`src/hw/diag_pkg.sv`:
```
// Constants, register map and field layout of the driver diagnostic block.
// Assumes a classic Wishbone master with 32-bit data and a 50 MHz ref_clk.
package diag_pkg;
  localparam int TEMP_W = 8;
  localparam logic [TEMP_W-1:0] TEMP_PREWARN_C = 8'h78;
  localparam logic [TEMP_W-1:0] TEMP_SHUTDOWN_C = 8'h96;
  localparam int LOAD_W = 10;
  localparam int THR_W = 7;
  localparam int SUM_W = 12;
  localparam int THR_SHIFT = 3;
  localparam logic [2:0] SHORT_DETECTS = 3'h4;
  localparam logic [1:0] FILTER_LAST = 2'h3;
  localparam int FILTER_SHIFT = 2;
  localparam int SYNC_W = 4;
  localparam int ADR_W = 8;
  localparam logic [ADR_W-1:0] ADR_CONTROL = 8'h00;
  localparam logic [ADR_W-1:0] ADR_THRESHOLD = 8'h04;
  localparam logic [ADR_W-1:0] ADR_STATUS = 8'h08;
  localparam logic [ADR_W-1:0] ADR_IRQ_STATUS = 8'h0C;
  localparam logic [ADR_W-1:0] ADR_IRQ_MASK = 8'h10;
  localparam int CTRL_ENABLE = 0;
  localparam int CTRL_FILTER = 1;
  localparam int ST_LOAD_LSB = 0;
  localparam int ST_OVERHEAT = 24;
  localparam int ST_PREWARN = 25;
  localparam int ST_SHORT_A = 26;
  localparam int ST_SHORT_B = 27;
  localparam int ST_OPEN_A = 28;
  localparam int ST_OPEN_B = 29;
  localparam int ST_STANDSTILL = 31;
  localparam int IRQ_W = 7;
  localparam int EV_OVERHEAT = 0;
  localparam int EV_PREWARN = 1;
  localparam int EV_SHORT_A = 2;
  localparam int EV_SHORT_B = 3;
  localparam int EV_OPEN_A = 4;
  localparam int EV_OPEN_B = 5;
  localparam int EV_MEASURE = 6;
  localparam logic [THR_W-1:0] THRESHOLD_RESET = 7'h00;
  typedef enum logic [2:0] {
    BUS_IDLE = 3'b001,
    BUS_ACK = 3'b010,
    BUS_DONE = 3'b100
  } bus_state_t;
endpackage

```
`src/hw/pin_sync.sv`:
```
// Three-stage synchroniser with agreement filter for asynchronous pins.
// Assumes all bits are independent levels; output follows once stages two and three agree.
`timescale 1ns/100ps
`default_nettype none
module pin_sync #(
  parameter int WIDTH = 1
) (
  input wire logic ref_clk,
  input wire logic reset,
  input wire logic [WIDTH-1:0] pin,
  output logic [WIDTH-1:0] level
);
  logic [WIDTH-1:0] stage1;
  logic [WIDTH-1:0] stage2;
  logic [WIDTH-1:0] stage3;

  always_ff @(posedge ref_clk)
  begin
    if (reset)
    begin
      stage1 <= '0;
      stage2 <= '0;
      stage3 <= '0;
    end
    else
    begin
      stage1 <= pin;
      stage2 <= stage1;
      stage3 <= stage2;
    end
  end

  always_ff @(posedge ref_clk)
  begin
    if (reset)
      level <= '0;
    else
      level <= (stage2 & stage3) | (level & (stage2 | stage3));
  end
endmodule
`default_nettype wire

```
`src/hw/driver_diag.sv`:
```
// Diagnostic flags, protection latches and load measurement of a two-coil driver.
// Assumes a classic Wishbone master, digital die temperature and load samples on ref_clk.
//
// Our own choices: the address map and the Wishbone slave port.
`timescale 1ns/100ps
`default_nettype none
module driver_diag (
  input wire logic ref_clk,
  input wire logic reset,
  input wire logic wb_cyc_i,
  input wire logic wb_stb_i,
  input wire logic wb_we_i,
  input wire logic [7:0] wb_adr_i,
  input wire logic [3:0] wb_sel_i,
  input wire logic [31:0] wb_dat_i,
  output logic [31:0] wb_dat_o,
  output logic wb_ack_o,
  output logic irq,
  input wire logic [7:0] die_temp,
  input wire logic short_a_pin,
  input wire logic short_b_pin,
  input wire logic current_low_a_pin,
  input wire logic current_low_b_pin,
  input wire logic fullstep,
  input wire logic standstill,
  input wire logic [9:0] raw_load,
  output logic bridge_a_on,
  output logic bridge_b_on
);
  logic [diag_pkg::SYNC_W-1:0] pins_sync;
  logic [1:0] short_lvl;
  logic [1:0] short_prev;
  logic [1:0] current_low;
  logic [2:0] short_count [2];
  logic [1:0] ground_short;
  logic [1:0] open_load;
  logic overheat_shutdown_flag;
  logic prewarn;
  logic driver_enable;
  logic filter_enable;
  logic [diag_pkg::THR_W-1:0] stall_threshold;
  logic [diag_pkg::LOAD_W-1:0] load_measure_value;
  logic [diag_pkg::SUM_W-1:0] filter_sum;
  logic [1:0] filter_phase;
  logic [diag_pkg::IRQ_W-1:0] irq_status;
  logic [diag_pkg::IRQ_W-1:0] irq_mask;
  logic [diag_pkg::IRQ_W-1:0] events;
  logic measure_done;
  logic [31:0] driver_status_word;
  logic [31:0] next_rdata;
  logic [diag_pkg::SUM_W-1:0] adjusted;
  logic [diag_pkg::LOAD_W-1:0] clamped;
  logic [diag_pkg::SUM_W-1:0] filter_total;
  logic bus_req;
  logic wr_take;
  logic rd_take;
  diag_pkg::bus_state_t bus_state;

  pin_sync #(
    .WIDTH(diag_pkg::SYNC_W)
  ) u_pin_sync (
    .ref_clk(ref_clk),
    .reset(reset),
    .pin({current_low_b_pin, current_low_a_pin, short_b_pin, short_a_pin}),
    .level(pins_sync)
  );

  assign short_lvl = pins_sync[1:0];
  assign current_low = pins_sync[3:2];

  // Bus slave: one wait state, ack for one cycle, then a gap cycle.
  assign bus_req = wb_cyc_i && wb_stb_i;
  assign wr_take = (bus_state == diag_pkg::BUS_ACK) && bus_req && wb_we_i;
  assign rd_take = (bus_state == diag_pkg::BUS_IDLE) && bus_req && !wb_we_i;

  always_ff @(posedge ref_clk)
  begin
    if (reset)
    begin
      bus_state <= diag_pkg::BUS_IDLE;
      wb_ack_o <= 1'b0;
    end
    else
    begin
      case (bus_state)
        diag_pkg::BUS_IDLE:
        begin
          if (bus_req)
          begin
            bus_state <= diag_pkg::BUS_ACK;
            wb_ack_o <= 1'b1;
          end
        end
        diag_pkg::BUS_ACK:
        begin
          bus_state <= diag_pkg::BUS_DONE;
          wb_ack_o <= 1'b0;
        end
        diag_pkg::BUS_DONE:
        begin
          bus_state <= diag_pkg::BUS_IDLE;
        end
        default:
        begin
          bus_state <= diag_pkg::BUS_IDLE;
          wb_ack_o <= 1'b0;
        end
      endcase
    end
  end

  always_ff @(posedge ref_clk)
  begin
    if (reset)
    begin
      driver_enable <= 1'b0;
      filter_enable <= 1'b0;
      stall_threshold <= diag_pkg::THRESHOLD_RESET;
      irq_mask <= '0;
    end
    else if (wr_take && wb_sel_i[0])
    begin
      case (wb_adr_i)
        diag_pkg::ADR_CONTROL:
        begin
          driver_enable <= wb_dat_i[diag_pkg::CTRL_ENABLE];
          filter_enable <= wb_dat_i[diag_pkg::CTRL_FILTER];
        end
        diag_pkg::ADR_THRESHOLD: stall_threshold <= wb_dat_i[diag_pkg::THR_W-1:0];
        diag_pkg::ADR_IRQ_MASK: irq_mask <= wb_dat_i[diag_pkg::IRQ_W-1:0];
        default: ;
      endcase
    end
  end

  always_comb
  begin
    driver_status_word = '0;
    driver_status_word[diag_pkg::ST_LOAD_LSB +: diag_pkg::LOAD_W] = load_measure_value;
    driver_status_word[diag_pkg::ST_OVERHEAT] = overheat_shutdown_flag;
    driver_status_word[diag_pkg::ST_PREWARN] = prewarn;
    driver_status_word[diag_pkg::ST_SHORT_A] = ground_short[0];
    driver_status_word[diag_pkg::ST_SHORT_B] = ground_short[1];
    driver_status_word[diag_pkg::ST_OPEN_A] = open_load[0];
    driver_status_word[diag_pkg::ST_OPEN_B] = open_load[1];
    driver_status_word[diag_pkg::ST_STANDSTILL] = standstill;
  end

  always_comb
  begin
    next_rdata = '0;
    case (wb_adr_i)
      diag_pkg::ADR_CONTROL:
      begin
        next_rdata[diag_pkg::CTRL_ENABLE] = driver_enable;
        next_rdata[diag_pkg::CTRL_FILTER] = filter_enable;
      end
      diag_pkg::ADR_THRESHOLD: next_rdata[diag_pkg::THR_W-1:0] = stall_threshold;
      diag_pkg::ADR_STATUS: next_rdata = driver_status_word;
      diag_pkg::ADR_IRQ_STATUS: next_rdata[diag_pkg::IRQ_W-1:0] = irq_status;
      diag_pkg::ADR_IRQ_MASK: next_rdata[diag_pkg::IRQ_W-1:0] = irq_mask;
      default: next_rdata = '0;
    endcase
  end

  always_ff @(posedge ref_clk)
  begin
    if (reset)
      wb_dat_o <= '0;
    else if (rd_take)
      wb_dat_o <= next_rdata;
  end

  // Temperature: live prewarning and a shutdown latch released only below prewarning.
  always_ff @(posedge ref_clk)
  begin
    if (reset)
    begin
      prewarn <= 1'b0;
      overheat_shutdown_flag <= 1'b0;
    end
    else
    begin
      prewarn <= die_temp >= diag_pkg::TEMP_PREWARN_C;
      if (die_temp >= diag_pkg::TEMP_SHUTDOWN_C)
        overheat_shutdown_flag <= 1'b1;
      else if (die_temp < diag_pkg::TEMP_PREWARN_C)
        overheat_shutdown_flag <= 1'b0;
    end
  end

  // Short to ground: count detections per coil, confirm after the retries.
  always_ff @(posedge ref_clk)
  begin
    if (reset)
    begin
      short_prev <= '0;
      ground_short <= '0;
      short_count[0] <= '0;
      short_count[1] <= '0;
    end
    else
    begin
      short_prev <= short_lvl;
      for (int c = 0; c < 2; c++)
      begin
        if (!driver_enable)
        begin
          ground_short[c] <= 1'b0;
          short_count[c] <= '0;
        end
        else if (short_lvl[c] && !short_prev[c] && !ground_short[c])
        begin
          if (short_count[c] == diag_pkg::SHORT_DETECTS - 3'h1)
          begin
            ground_short[c] <= 1'b1;
            short_count[c] <= '0;
          end
          else
            short_count[c] <= short_count[c] + 3'h1;
        end
        else if (fullstep && !short_lvl[c])
          short_count[c] <= '0;
      end
    end
  end

  // Bridges: open-load flags deliberately take no part here.
  always_ff @(posedge ref_clk)
  begin
    if (reset)
    begin
      bridge_a_on <= 1'b0;
      bridge_b_on <= 1'b0;
    end
    else
    begin
      bridge_a_on <= driver_enable && !overheat_shutdown_flag && !ground_short[0];
      bridge_b_on <= driver_enable && !overheat_shutdown_flag && !ground_short[1];
    end
  end

  // Open load: evaluated at each fullstep while moving, held during standstill.
  always_ff @(posedge ref_clk)
  begin
    if (reset)
      open_load <= '0;
    else if (fullstep && !standstill)
      open_load <= current_low;
  end

  // Load measurement: threshold shifts the raw reading, clamped to the result range.
  assign adjusted = {2'h0, raw_load}
    + ({{(diag_pkg::SUM_W-diag_pkg::THR_W){stall_threshold[diag_pkg::THR_W-1]}}, stall_threshold}
    << diag_pkg::THR_SHIFT);

  always_comb
  begin
    if (adjusted[diag_pkg::SUM_W-1])
      clamped = '0;
    else if (|adjusted[diag_pkg::SUM_W-2:diag_pkg::LOAD_W])
      clamped = '1;
    else
      clamped = adjusted[diag_pkg::LOAD_W-1:0];
  end

  assign filter_total = filter_sum + {2'b00, clamped};

  always_ff @(posedge ref_clk)
  begin
    if (reset)
    begin
      load_measure_value <= '0;
      filter_sum <= '0;
      filter_phase <= '0;
      measure_done <= 1'b0;
    end
    else
    begin
      measure_done <= 1'b0;
      if (fullstep)
      begin
        if (!filter_enable)
        begin
          load_measure_value <= clamped;
          filter_sum <= '0;
          filter_phase <= '0;
          measure_done <= 1'b1;
        end
        else if (filter_phase == diag_pkg::FILTER_LAST)
        begin
          load_measure_value <= filter_total[diag_pkg::FILTER_SHIFT +: diag_pkg::LOAD_W];
          filter_sum <= '0;
          filter_phase <= '0;
          measure_done <= 1'b1;
        end
        else
        begin
          filter_sum <= filter_total;
          filter_phase <= filter_phase + 2'h1;
        end
      end
    end
  end

  // Interrupts: sticky events, cleared by reading the interrupt status; a new event wins.
  always_comb
  begin
    events = '0;
    events[diag_pkg::EV_OVERHEAT] = (die_temp >= diag_pkg::TEMP_SHUTDOWN_C) && !overheat_shutdown_flag;
    events[diag_pkg::EV_PREWARN] = (die_temp >= diag_pkg::TEMP_PREWARN_C) && !prewarn;
    events[diag_pkg::EV_SHORT_A] = driver_enable && short_lvl[0] && !short_prev[0] && !ground_short[0]
      && (short_count[0] == diag_pkg::SHORT_DETECTS - 3'h1);
    events[diag_pkg::EV_SHORT_B] = driver_enable && short_lvl[1] && !short_prev[1] && !ground_short[1]
      && (short_count[1] == diag_pkg::SHORT_DETECTS - 3'h1);
    events[diag_pkg::EV_OPEN_A] = fullstep && !standstill && current_low[0] && !open_load[0];
    events[diag_pkg::EV_OPEN_B] = fullstep && !standstill && current_low[1] && !open_load[1];
    events[diag_pkg::EV_MEASURE] = measure_done;
  end

  always_ff @(posedge ref_clk)
  begin
    if (reset)
      irq_status <= '0;
    else if (rd_take && (wb_adr_i == diag_pkg::ADR_IRQ_STATUS))
      irq_status <= events;
    else
      irq_status <= irq_status | events;
  end

  always_ff @(posedge ref_clk)
  begin
    if (reset)
      irq <= 1'b0;
    else
      irq <= |((irq_status | events) & irq_mask);
  end
endmodule
`default_nettype wire

```
`config.mk`:
```
export PLATFORM = sky130hd
export DESIGN_NAME = driver_diag
export DESIGN_NICKNAME = d
export VERILOG_FILES = /design/src/hw/diag_pkg.sv /design/src/hw/pin_sync.sv /design/src/hw/driver_diag.sv
export SDC_FILE = /design/constraint.sdc
export NUM_CORES = 1
export LEC_CHECK = 0
export ABC_AREA = 1
export ABC_CLOCK_PERIOD_IN_PS = 5700
export BUFFER_PORTS_ARGS = -buffer_cell sky130_fd_sc_hd__buf_4
export CAP_MARGIN = 5
export CORE_AREA = 4 4 115 117
export DETAILED_ROUTE_END_ITERATION = 10
export DIE_AREA = 0 0 119 121
export GPL_TIMING_DRIVEN = 0
export PLACE_DENSITY = 0.76
export SETUP_SLACK_MARGIN = 0.5
export SLEW_MARGIN = 25
export SYNTH_ARGS = -nofsm -noshare
export SYNTH_HDL_FRONTEND = slang
export SYNTH_HIERARCHICAL = 1
export SYNTH_SLANG_ARGS = --single-unit
```
`constraint.sdc`:
```
create_clock -name ref_clk -period 5.7 [get_ports ref_clk]
set_input_delay 0.285 -clock ref_clk [delete_from_list [all_inputs] [get_ports ref_clk]]
set_output_delay 0.285 -clock ref_clk [all_outputs]
set_load 0.005 [all_outputs]
```
Word-level counts from Yosys, hierarchy flattened
Memories as Yosys holds them, arrays and structs flattened.
Index checks and enable logic that the tools add are counted.
Cells by class
  magnitude comparators: 3
  bitwise operators: 17
  equal/unequal tests: 12
  reduce and logical (&&, ||, !) cells: 55
  multiplexer cells: 63
  $add $sub $neg: 5
Operators by type and width (count)
  two-way mux 1 bit: 40
  two-way mux 10 bit: 4
  logical AND 1 bit: 31
  two-way mux 3 bit: 9
  two-way mux 25 bit: 1
  two-way mux 12 bit: 2
  case mux 5 bit (4 select lines): 1
  equality test 8 x 4 -> 1 bit (second input constant): 2
  AND reduction 2 bit: 7
  adder 11 x 10 -> 12 bit: 1
  adder 12 x 10 -> 12 bit: 1
  logical NOT 1 bit: 12
  case mux 2 bit (5 select lines): 1
  equality test 3 x 2 -> 1 bit (second input constant): 3
  AND 4 bit: 2
  equality test 8 x 3 -> 1 bit (second input constant): 1
  equality test 8 x 5 -> 1 bit (second input constant): 1
  greater-or-equal comparator 8 x 7 -> 1 bit (second input constant): 1
  greater-or-equal comparator 8 bit (second input constant): 1
  logical NOT 8 bit: 1
  < comparator 8 x 7 -> 1 bit (second input constant): 1
  OR 1 bit: 8
  OR 4 bit: 2
  AND 7 bit: 1
  16 further kinds: 21
Storage, ports and cells
  flip-flop bits (word level): 111
  memories: 1
  bits of input ports: 73
  bits in writable memories: 6
Memories
  short_count: words 2, bits a word 3, read ports 2, clocked after Yosys merged registers in 0, wr ports 2, line driver_diag.sv:34  | logic [2:0] short_count [2];

Longest topological paths before layout
Gate-level depths: netlist of run 1.
  depth in word-level cells: 10
  depth in mapped cells: 26

Cells and area by module
Netlist of run 1, hierarchy kept.
Modules (own cells, without submodules)
  driver_diag: area an instance 4882.2 um^2, cells each 702, sequential area each 1781.7 um^2, times used 1
  pin_sync: area an instance 480.5 um^2, cells each 54, sequential area each 320.3 um^2, times used 1

Worst setup path after synthesis of run 1
OpenSTA, ideal clock, no wires.
  path type: register -> register
  start: register stall_threshold[0] (netlist name)
  end: register load_measure_value[8] (netlist name)
  library setup time: 0.109 ns
  arrival time: 2.815 ns
  data required time: 5.591 ns
  cell stages (with the launch flop): 24
  setup slack: 2.776 ns
  period minus slack after synthesis: 2.924 ns
  path through: dfxtp_1 > ha_1 > fa_1 > nand2_1 > nand3_2 > nand4_1 > nand2_1 > nand2_1 > nand2_2 > buf_6 > nand2_1 > inv_1 > ha_1 > fa_1 > nand2_1 > nand2_1 > nand3_1 > nand2_1 > a21oi_1 > nand2_1 > nand3_1 > nand3_1 > nand2_1 > inv_1
On the way
  cells in the longest elaborated chain, start to end: 6
RTL lines
  from (decl): line driver_diag.sv:41  | logic [diag_pkg::THR_W-1:0] stall_threshold;
  from (signal assigned): line driver_diag.sv:118  | stall_threshold <= diag_pkg::THRESHOLD_RESET;
  from (signal assigned): line driver_diag.sv:129  | diag_pkg::ADR_THRESHOLD: stall_threshold <= wb_dat_i[diag_pkg::THR_W-1:0];
  adder 11 x 10 -> 12 bit (*): line driver_diag.sv:254  | + ({{(diag_pkg::SUM_W-diag_pkg::THR_W){stall_threshold[diag_pkg::THR_W-1]}}, stall_threshold}
  two-way mux 10 bit: line driver_diag.sv:261  | else if (|adjusted[diag_pkg::SUM_W-2:diag_pkg::LOAD_W])
  two-way mux 10 bit (*): line driver_diag.sv:259  | if (adjusted[diag_pkg::SUM_W-1])
  adder 12 x 10 -> 12 bit: line driver_diag.sv:267  | assign filter_total = filter_sum + {2'b00, clamped};
  two-way mux 10 bit: line driver_diag.sv:290  | else if (filter_phase == diag_pkg::FILTER_LAST)
  two-way mux 10 bit (*): line driver_diag.sv:283  | if (!filter_enable)
  to (signal assigned): line driver_diag.sv:285  | load_measure_value <= clamped;
  to (signal assigned): line driver_diag.sv:292  | load_measure_value <= filter_total[diag_pkg::FILTER_SHIFT +: diag_pkg::LOAD_W];
  to (decl): line driver_diag.sv:42  | logic [diag_pkg::LOAD_W-1:0] load_measure_value;
Every way passes the cells marked *; elsewhere a longest branch is shown, timed or not. The select of a mux whose other input is x is not followed.
A chain may end at the register's enable or synchronous reset.

Final worst setup path of run 1
Ends and elaborated chain as after synthesis.

==> flow_metrics.py, run 1 <==
metrics = {
    "global_route": {
        "global_route.usage.total_pct": 17.4,
        "vias_in_the_first_global_route": 4428,
        "antenna_found_initial": 0,
        "first_pass_grt_wire_length_um": 20500,
        "remaining_global_route_overflow": 0,
        "pin_count_of_the_biggest_net_entering_global_routing": 18,
    },
    "synth": {
        "dominantRegCellSynth": "dfxtp_1",
        "postSynthRegisterBits": 102,
        "yosys.area_share.simple_pct": 27.4,
        "main_combinational_cell_family_by_area_after_synthesis": "simple AND/OR/NAND/NOR gates",
        "synth.most_common_cell": "nand2_1",
        "synthesized_area_fraction_occupied_by_ao_oa_aoi_and_oai_cells_pct": 12.6,
        "syn_avg_cell_area_um2": 7.09,
        "synthesized_area_fraction_occupied_by_adder_cells_pct": 6.11,
        "synth.lib_cells_used.distinct": 47,
        "synthesis.instances": 756,
        "yosysWarningCount": 6,
        "combined_area_of_all_synthesized_cells_um2": 5360,
        "synthTopCellsByCount": "nand2_1, inv_1, dfxtp_1, nor2_1, a21oi_1",
        "synthArstFlopShare_pct": 0,
        "synth_top_area_share_pct": 35.8,
        "synth_top_cell_by_area": "dfxtp_1",
        "post_synth_xor_area_fraction_pct": 1.14,
        "synth_edf_count": 6,
        "post_synth_mux_area_share_pct": 0,
        "synthTopCellsByArea": "dfxtp_1, nand2_1, inv_1",
        "synth_sequential_area_ratio_pct": 39.2,
    },
    "die": {
        "die_height_um": 121,
        "num_rows": 41,
        "initial_utilization_pct": 43.4,
        "io_pins": 109,
        "die_x_um": 119,
        "die_area_um2": 14400,
        "core_region_area_um2": 12400,
    },
    "worst_setup_path": {
        "worstPathArrival_ps": 3600,
        "critical_path_required_ps": 5940,
        "startpoint_type": "flip-flop",
        "critical_path.endpoint_type": "flip-flop",
        "cp_top_family": "simple AND/OR/NAND/NOR gates",
        "path_common_cell": "nand2_1",
        "critical_path_class": "reg2reg",
        "path_cells": "ha_1, fa_1, nand2_1, nand3_2, nand4_1, nand2_1, nand2_1, nand2_2, buf_6, nand2_1, inv_1, ha_1, fa_1, nand2_1, nand2_1, nand3_1, nand2_1, a21oi_1, nand2_1, nand3_1, nand3_1, nand2_1, inv_1",
        "timing.critical_path.slowest_cell_delay_ps": 410,
        "largest_fanout_on_the_critical_path": 10,
        "crit_buf_inv": 3,
        "reg2reg_depth": 23,
        "worstSetupPathDepth": 23,
        "critical-path-slowest-cell": "fa_1",
    },
    "detailed_routing": {
        "detailroute.via_count": 4790,
        "post_drt_via_cell_ratio": 4.69,
        "antenna_left": 0,
        "drt_wirelength_um": 12400,
        "drcViolationCount": 0,
        "drt_pre_antenna_iters": 6,
        "detailedRoute.firstIterationViolations": 320,
        "wire_per_inst_um": 12.1,
    },
    "finish": {
        "layout.core_utilization_pct": 51.7,
        "insertedDiodeCount": 0,
        "fin_nets": 943,
        "drive_gt1_share_pct": 15.4,
        "syn2layout_area_growth_pct": 19.1,
    },
    "sta": {
        "max_slew.worst_pin.slew_ps": 647,
        "max_slew_violations": 0,
        "fin_hold_viols": 0,
        "slew_headroom_pct": 56.9,
        "setup_violations": 0,
        "final.period_utilization_pct": 59.0,
        "clock-skew-final_ps": 5.81,
        "period_needed_ps": 3360,
        "final.setup.tns_ps": 0,
        "final.hold.worst_slack_ps": 136,
        "achievable-frequency_mhz": 297,
        "rsz0062_at_grt": "false",
    },
    "clock_tree": {
        "worst_skew_pair.late_latency_ps": 340,
        "number_of_cts_inserted_buffers": 9,
        "clock_sinks": 102,
        "cts.clk_slew.worst_paths_ps": 70,
        "cts_tree": "built",
        "cts_max_level": 3,
        "cts_resized": 0,
        "cts_setup_buffers": 0,
        "hold_buffers": 0,
        "root_buffer": "clkbuf_16",
        "clockBufferDepth": 2,
    },
    "placed_design": {
        "portBuffers": 64,
        "place.gp.congestion": 0.901,
        "hpwlAfterDp_um": 9620,
    },
    "power_and_ir_drop": {
        "power.density_nw_per_um2": 224,
        "leakage_nw": 3.11,
        "max-vdd-ir-drop_mv": 0.117,
        "report.power.total_mw": 1.43,
    },
    "worst_hold_path": {
        "min-delay-path-class": "in2reg",
        "holdPathStages": 3,
    },
    "run_status": {
        "outcome": "finished clean",
    },
    "flow_run": {
        "max_cap_viol_count": 0,
    },
}
## flip-flops by register name, summed over array words and instances (netlist names), 3 cells and up
signal / count
bus_state: 3
stall_threshold: 7
filter_sum: 12
irq_mask: 7
u_pin_sync/stage3: 4
load_measure_value: 10
u_pin_sync/stage1: 4
wb_dat_o: 17
u_pin_sync/level: 4
u_pin_sync/stage2: 4
irq_status: 7
short_count: 6
## final cells by class
type	instances	area (um^2)
plain buffers	37	249
clock buffers	11	233
clock inverters	5	43.8
fillers	1220	5980
inverters	125	474
multi-input cells	506	2590
flip-flops and latches	102	2100
well taps	172	215
repair buffers	64	480
## per-stage QoR
stage               cell area, um^2  instances  setup WS (ps)
floorplan                      5420        770           2780
CTS                            6390       1022           2340
global placement               6110       1006           2380
finish                         6390       1022           2340
global route                   6390       1022           2130
detailed placement             6110       1006           2340
## routing by layer
metal	vias to the layer above	global-route usage [%]	wire length, um
li1	2540	-	-
met3	19	3.17	637
met4	0	6.01	247
met5	-	0	0
met2	123	29.7	5880
met1	2108	22.0	5610
## power breakdown
| part | switching (mW) | total (mW) | internal, mW |
|---|---|---|---|
| Combinational | 0.0699 | 0.121 | 0.0512 |
| Clock | 0.271 | 0.573 | 0.302 |
| Sequential | 0.00613 | 0.736 | 0.730 |
## kinds of logic (layout without fill, tap and decap cells)
group / Yosys count / in the layout
adder cells (fa/ha/maj): 25 / 25
AND/OR/NAND/NOR: 338 / 338
AO/OA/AOI/OAI: 121 / 121
XOR/XNOR: 7 / 7
flip-flops: 102 / 102
buffers and inverters: 162 / 242
other: 1 / 15
## worst paths after layout
kind | from | endpoint | slack, ps
worst max-delay path | stall_threshold[0] | load_measure_value[8] | 2340
worst min-delay path | short_b_pin | u_pin_sync/stage1[1] | 140
worst max register to register | stall_threshold[0] | load_measure_value[8] | 2340
worst min register to register | u_pin_sync/stage1[0] | u_pin_sync/stage2[0] | 410
## cells in the final DEF, fill, tap and decap left out, types with 4 or more instances in the layout
cell	netlist	final
nor2_1	68	68
nor2_4	4	4
o22ai_1	8	8
clkbuf_1	10	12
conb_1	1	15
inv_1	117	117
nand2_1	195	195
dfxtp_1	96	96
buf_4	15	79
o21ai_0	23	23
buf_2	4	4
o21ai_1	4	4
ha_1	23	23
buf_6	5	5
inv_2	6	6
clkbuf_16	0	9
xor2_1	6	6
a21oi_1	67	67
nand3_2	4	4
edfxtp_1	6	6
nand3_1	46	46
nor3_1	5	5
a211oi_1	6	6
## worst min-delay path, cell delays in order
cell and delay [ps]:
buf_4 70, inv_1 30, nor2_1 60
No activity file was read; power rests on OpenSTA's default activity.
==> run 2: changes to the inputs <==
--- a/config.mk
+++ b/config.mk
@@ -6,7 +6,7 @@
 export NUM_CORES = 1
 export LEC_CHECK = 0
 export ABC_AREA = 1
-export ABC_CLOCK_PERIOD_IN_PS = 5700
+export ABC_CLOCK_PERIOD_IN_PS = 3500
 export BUFFER_PORTS_ARGS = -buffer_cell sky130_fd_sc_hd__buf_4
 export CAP_MARGIN = 5
 export CORE_AREA = 4 4 115 117
==> constraint.sdc (replaced) <==
create_clock -name ref_clk -period 3.5 [get_ports ref_clk]
set_input_delay 0.175 -clock ref_clk [delete_from_list [all_inputs] [get_ports ref_clk]]
set_output_delay 0.175 -clock ref_clk [all_outputs]
set_load 0.005 [all_outputs]
==> run 2 against run 1 <==
Net effect:
- via count increased by 1.4%
- final cell count increased by 0.78%
- clock skew increased by 0.80 ps
- clock power increased by 64%
- die area unchanged
- design area increased by 4.2%
- register-to-register slack got worse by 1800 ps
- hold slack got worse by 110 ps
- sequential cell count unchanged
- sequential share of layout area decreased by 1.3 points
- critical path type unchanged
- largest cell class unchanged
==> flow_metrics.py, run 2 (same netlist as run 1, synthesis figures left out) <==
metrics = {
    "finish": {
        "layout.cells.non_filler": 1030,
        "nFillCells": 1179,
        "insertedDiodeCount": 0,
        "final_cell_mix": "nand2_1, inv_1, dfxtp_1",
        "layout.core_utilization_pct": 53.9,
        "fin_nets": 951,
        "area.sequential_um2": 2110,
        "multi_input_area_um2": 2800,
        "registers.top_by_ff_count": "wb_dat_o",
        "final_design_area_no_fill_um2": 6660,
        "final_common_cell": "nand2_1",
        "largest_reg_flops": 17,
        "drive_gt1_share_pct": 20.2,
        "syn2layout_area_growth_pct": 24.1,
        "reg_top3": "wb_dat_o: 17 flops, filter_sum: 12 flops, load_measure_value: 10 flops",
    },
    "clock_tree": {
        "root_buffer": "clkbuf_16",
        "cts_tree": "built",
        "worst_skew_pair.late_latency_ps": 350,
        "number_of_cts_inserted_buffers": 9,
        "clockBufferDepth": 2,
        "cts.clk_slew.worst_paths_ps": 70,
        "hold_buffers": 0,
        "clock_sinks": 102,
        "cts_max_level": 3,
    },
    "sta": {
        "max_slew.worst_pin.slew_ps": 633,
        "final.hold.worst_slack_ps": 22.5,
        "clock-skew-final_ps": 6.61,
        "setup_violations": 0,
        "fin_hold_viols": 0,
        "slew_headroom_pct": 57.8,
        "achievable-frequency_mhz": 335,
        "rsz0062_at_grt": "true",
        "final.period_utilization_pct": 85.3,
        "layout_setup_ws_ps": 514,
        "max_slew_violations": 0,
        "final.setup.tns_ps": 0,
        "period_needed_ps": 2990,
    },
    "placed_design": {
        "portBuffers": 64,
        "detailed_place.area_um2": 6110,
        "numPlacedInstances": 1006,
        "dp_worst_setup_slack_ps": 233,
        "place.gp.congestion": 0.901,
        "hpwlAfterDp_um": 9620,
    },
    "global_route": {
        "first_pass_grt_wire_length_um": 20900,
        "vias_in_the_first_global_route": 4523,
        "remaining_global_route_overflow": 0,
        "global_route.usage.total_pct": 17.7,
        "pin_count_of_the_biggest_net_entering_global_routing": 18,
        "antenna_found_initial": 0,
    },
    "worst_setup_path": {
        "critical_path_required_ps": 3740,
        "critical-path-slowest-cell": "dfxtp_2",
        "worstPathArrival_ps": 3230,
        "path_cells": "ha_4, fa_2, nand2_2, nand3_2, nand4_1, nand2_1, nand2_1, nand2_2, buf_6, nand2_2, inv_2, ha_4, fa_2, nand2_1, nand2_1, nand3_1, nand2_2, a21oi_2, nand2_1, nand3_2, nand3_2, nand2_1, inv_1",
        "startpoint_type": "flip-flop",
        "largest_fanout_on_the_critical_path": 8,
        "path_common_cell": "nand2_1",
        "critical_path_class": "reg2reg",
        "timing.critical_path.slowest_cell_delay_ps": 340,
        "critical_path.endpoint_type": "flip-flop",
    },
    "detailed_routing": {
        "detailroute.via_count": 4855,
        "antenna_left": 0,
        "drcViolationCount": 0,
        "drt_pre_antenna_iters": 5,
        "detailedRoute.firstIterationViolations": 282,
        "wire_per_inst_um": 12.6,
        "post_drt_via_cell_ratio": 4.71,
        "drt_wirelength_um": 12900,
    },
    "power_and_ir_drop": {
        "leakage_nw": 3.14,
        "report.power.total_mw": 2.35,
        "power.density_nw_per_um2": 353,
        "max-vdd-ir-drop_mv": 0.193,
    },
    "die": {
        "num_rows": 41,
        "initial_utilization_pct": 43.4,
        "die_height_um": 121,
        "core_region_area_um2": 12400,
        "io_pins": 109,
        "die_x_um": 119,
        "die_area_um2": 14400,
    },
    "run_status": {
        "outcome": "finished clean",
    },
    "flow_run": {
        "max_cap_viol_count": 0,
    },
    "worst_hold_path": {
        "min-delay-path-class": "in2reg",
    },
}
==> run 2: cell types whose count changed in the layout (fill, tap and decap cells not counted), moves of 4 or more <==
| cell | previous run | this run |
|---|---|---|
| ha_1 | 23 | 12 |
| buf_4 | 79 | 87 |
| a21oi_1 | 67 | 63 |
| nand2_1 | 195 | 187 |
| nand2_2 | 1 | 9 |
| ha_4 | 0 | 11 |
==> run 2: critical path: cells and delay by family (launching register included) <==
kind            cells  cell delay (ps)
compound gates      1              150
fa+ha+maj           4              990
flops               1              340
simple gates       15             1170
buf+inv             3              210
==> run 2: layout make-up <==
type	count	area share (%)
clock buffers	11	3.50
multi-input cells	506	42.0
well taps	172	3.23
flip-flops and latches	102	31.6
inverters	125	7.12
plain buffers	37	3.74
repair buffers	72	8.12
clock inverters	5	0.658
==> run 2: path summary, 6_finish.rpt <==
| kind | from | to | slack [ps] | depth (start not counted) |
|---|---|---|---|---|
| worst max-delay path | stall_threshold[0] | load_measure_value[8] | 510 | 23 |
| worst min-delay path | short_b_pin | u_pin_sync/stage1[1] | 20 | 3 |
| worst max register to register | stall_threshold[0] | load_measure_value[8] | 510 | 23 |
| worst min register to register | u_pin_sync/stage1[0] | u_pin_sync/stage2[0] | 400 | 2 |
==> run 2: where the power goes <==
part | internal, mW | switching, mW | total [mW]
combinational | 0.0907 | 0.120 | 0.211
clock | 0.492 | 0.450 | 0.941
sequential | 1.19 | 0.0101 | 1.20
total | 1.77 | 0.580 | 2.35
==> run 2: repair_timing <==
action | in CTS | in global routing
resized for setup | 16 | 23
setup endpoints to repair | 14 | 17
buffers inserted | 6 | 2
pin swaps | 12 | 12
==> run 2: per-layer routing <==
metal / global-route usage (%) / wire, um / up-vias
met3: 3.17 / 636 / 26
met2: 30.4 / 6210 / 118
met5: 0 / 0 / -
met4: 6.15 / 295 / 0
met1: 22.2 / 5800 / 2160
li1: - / - / 2551
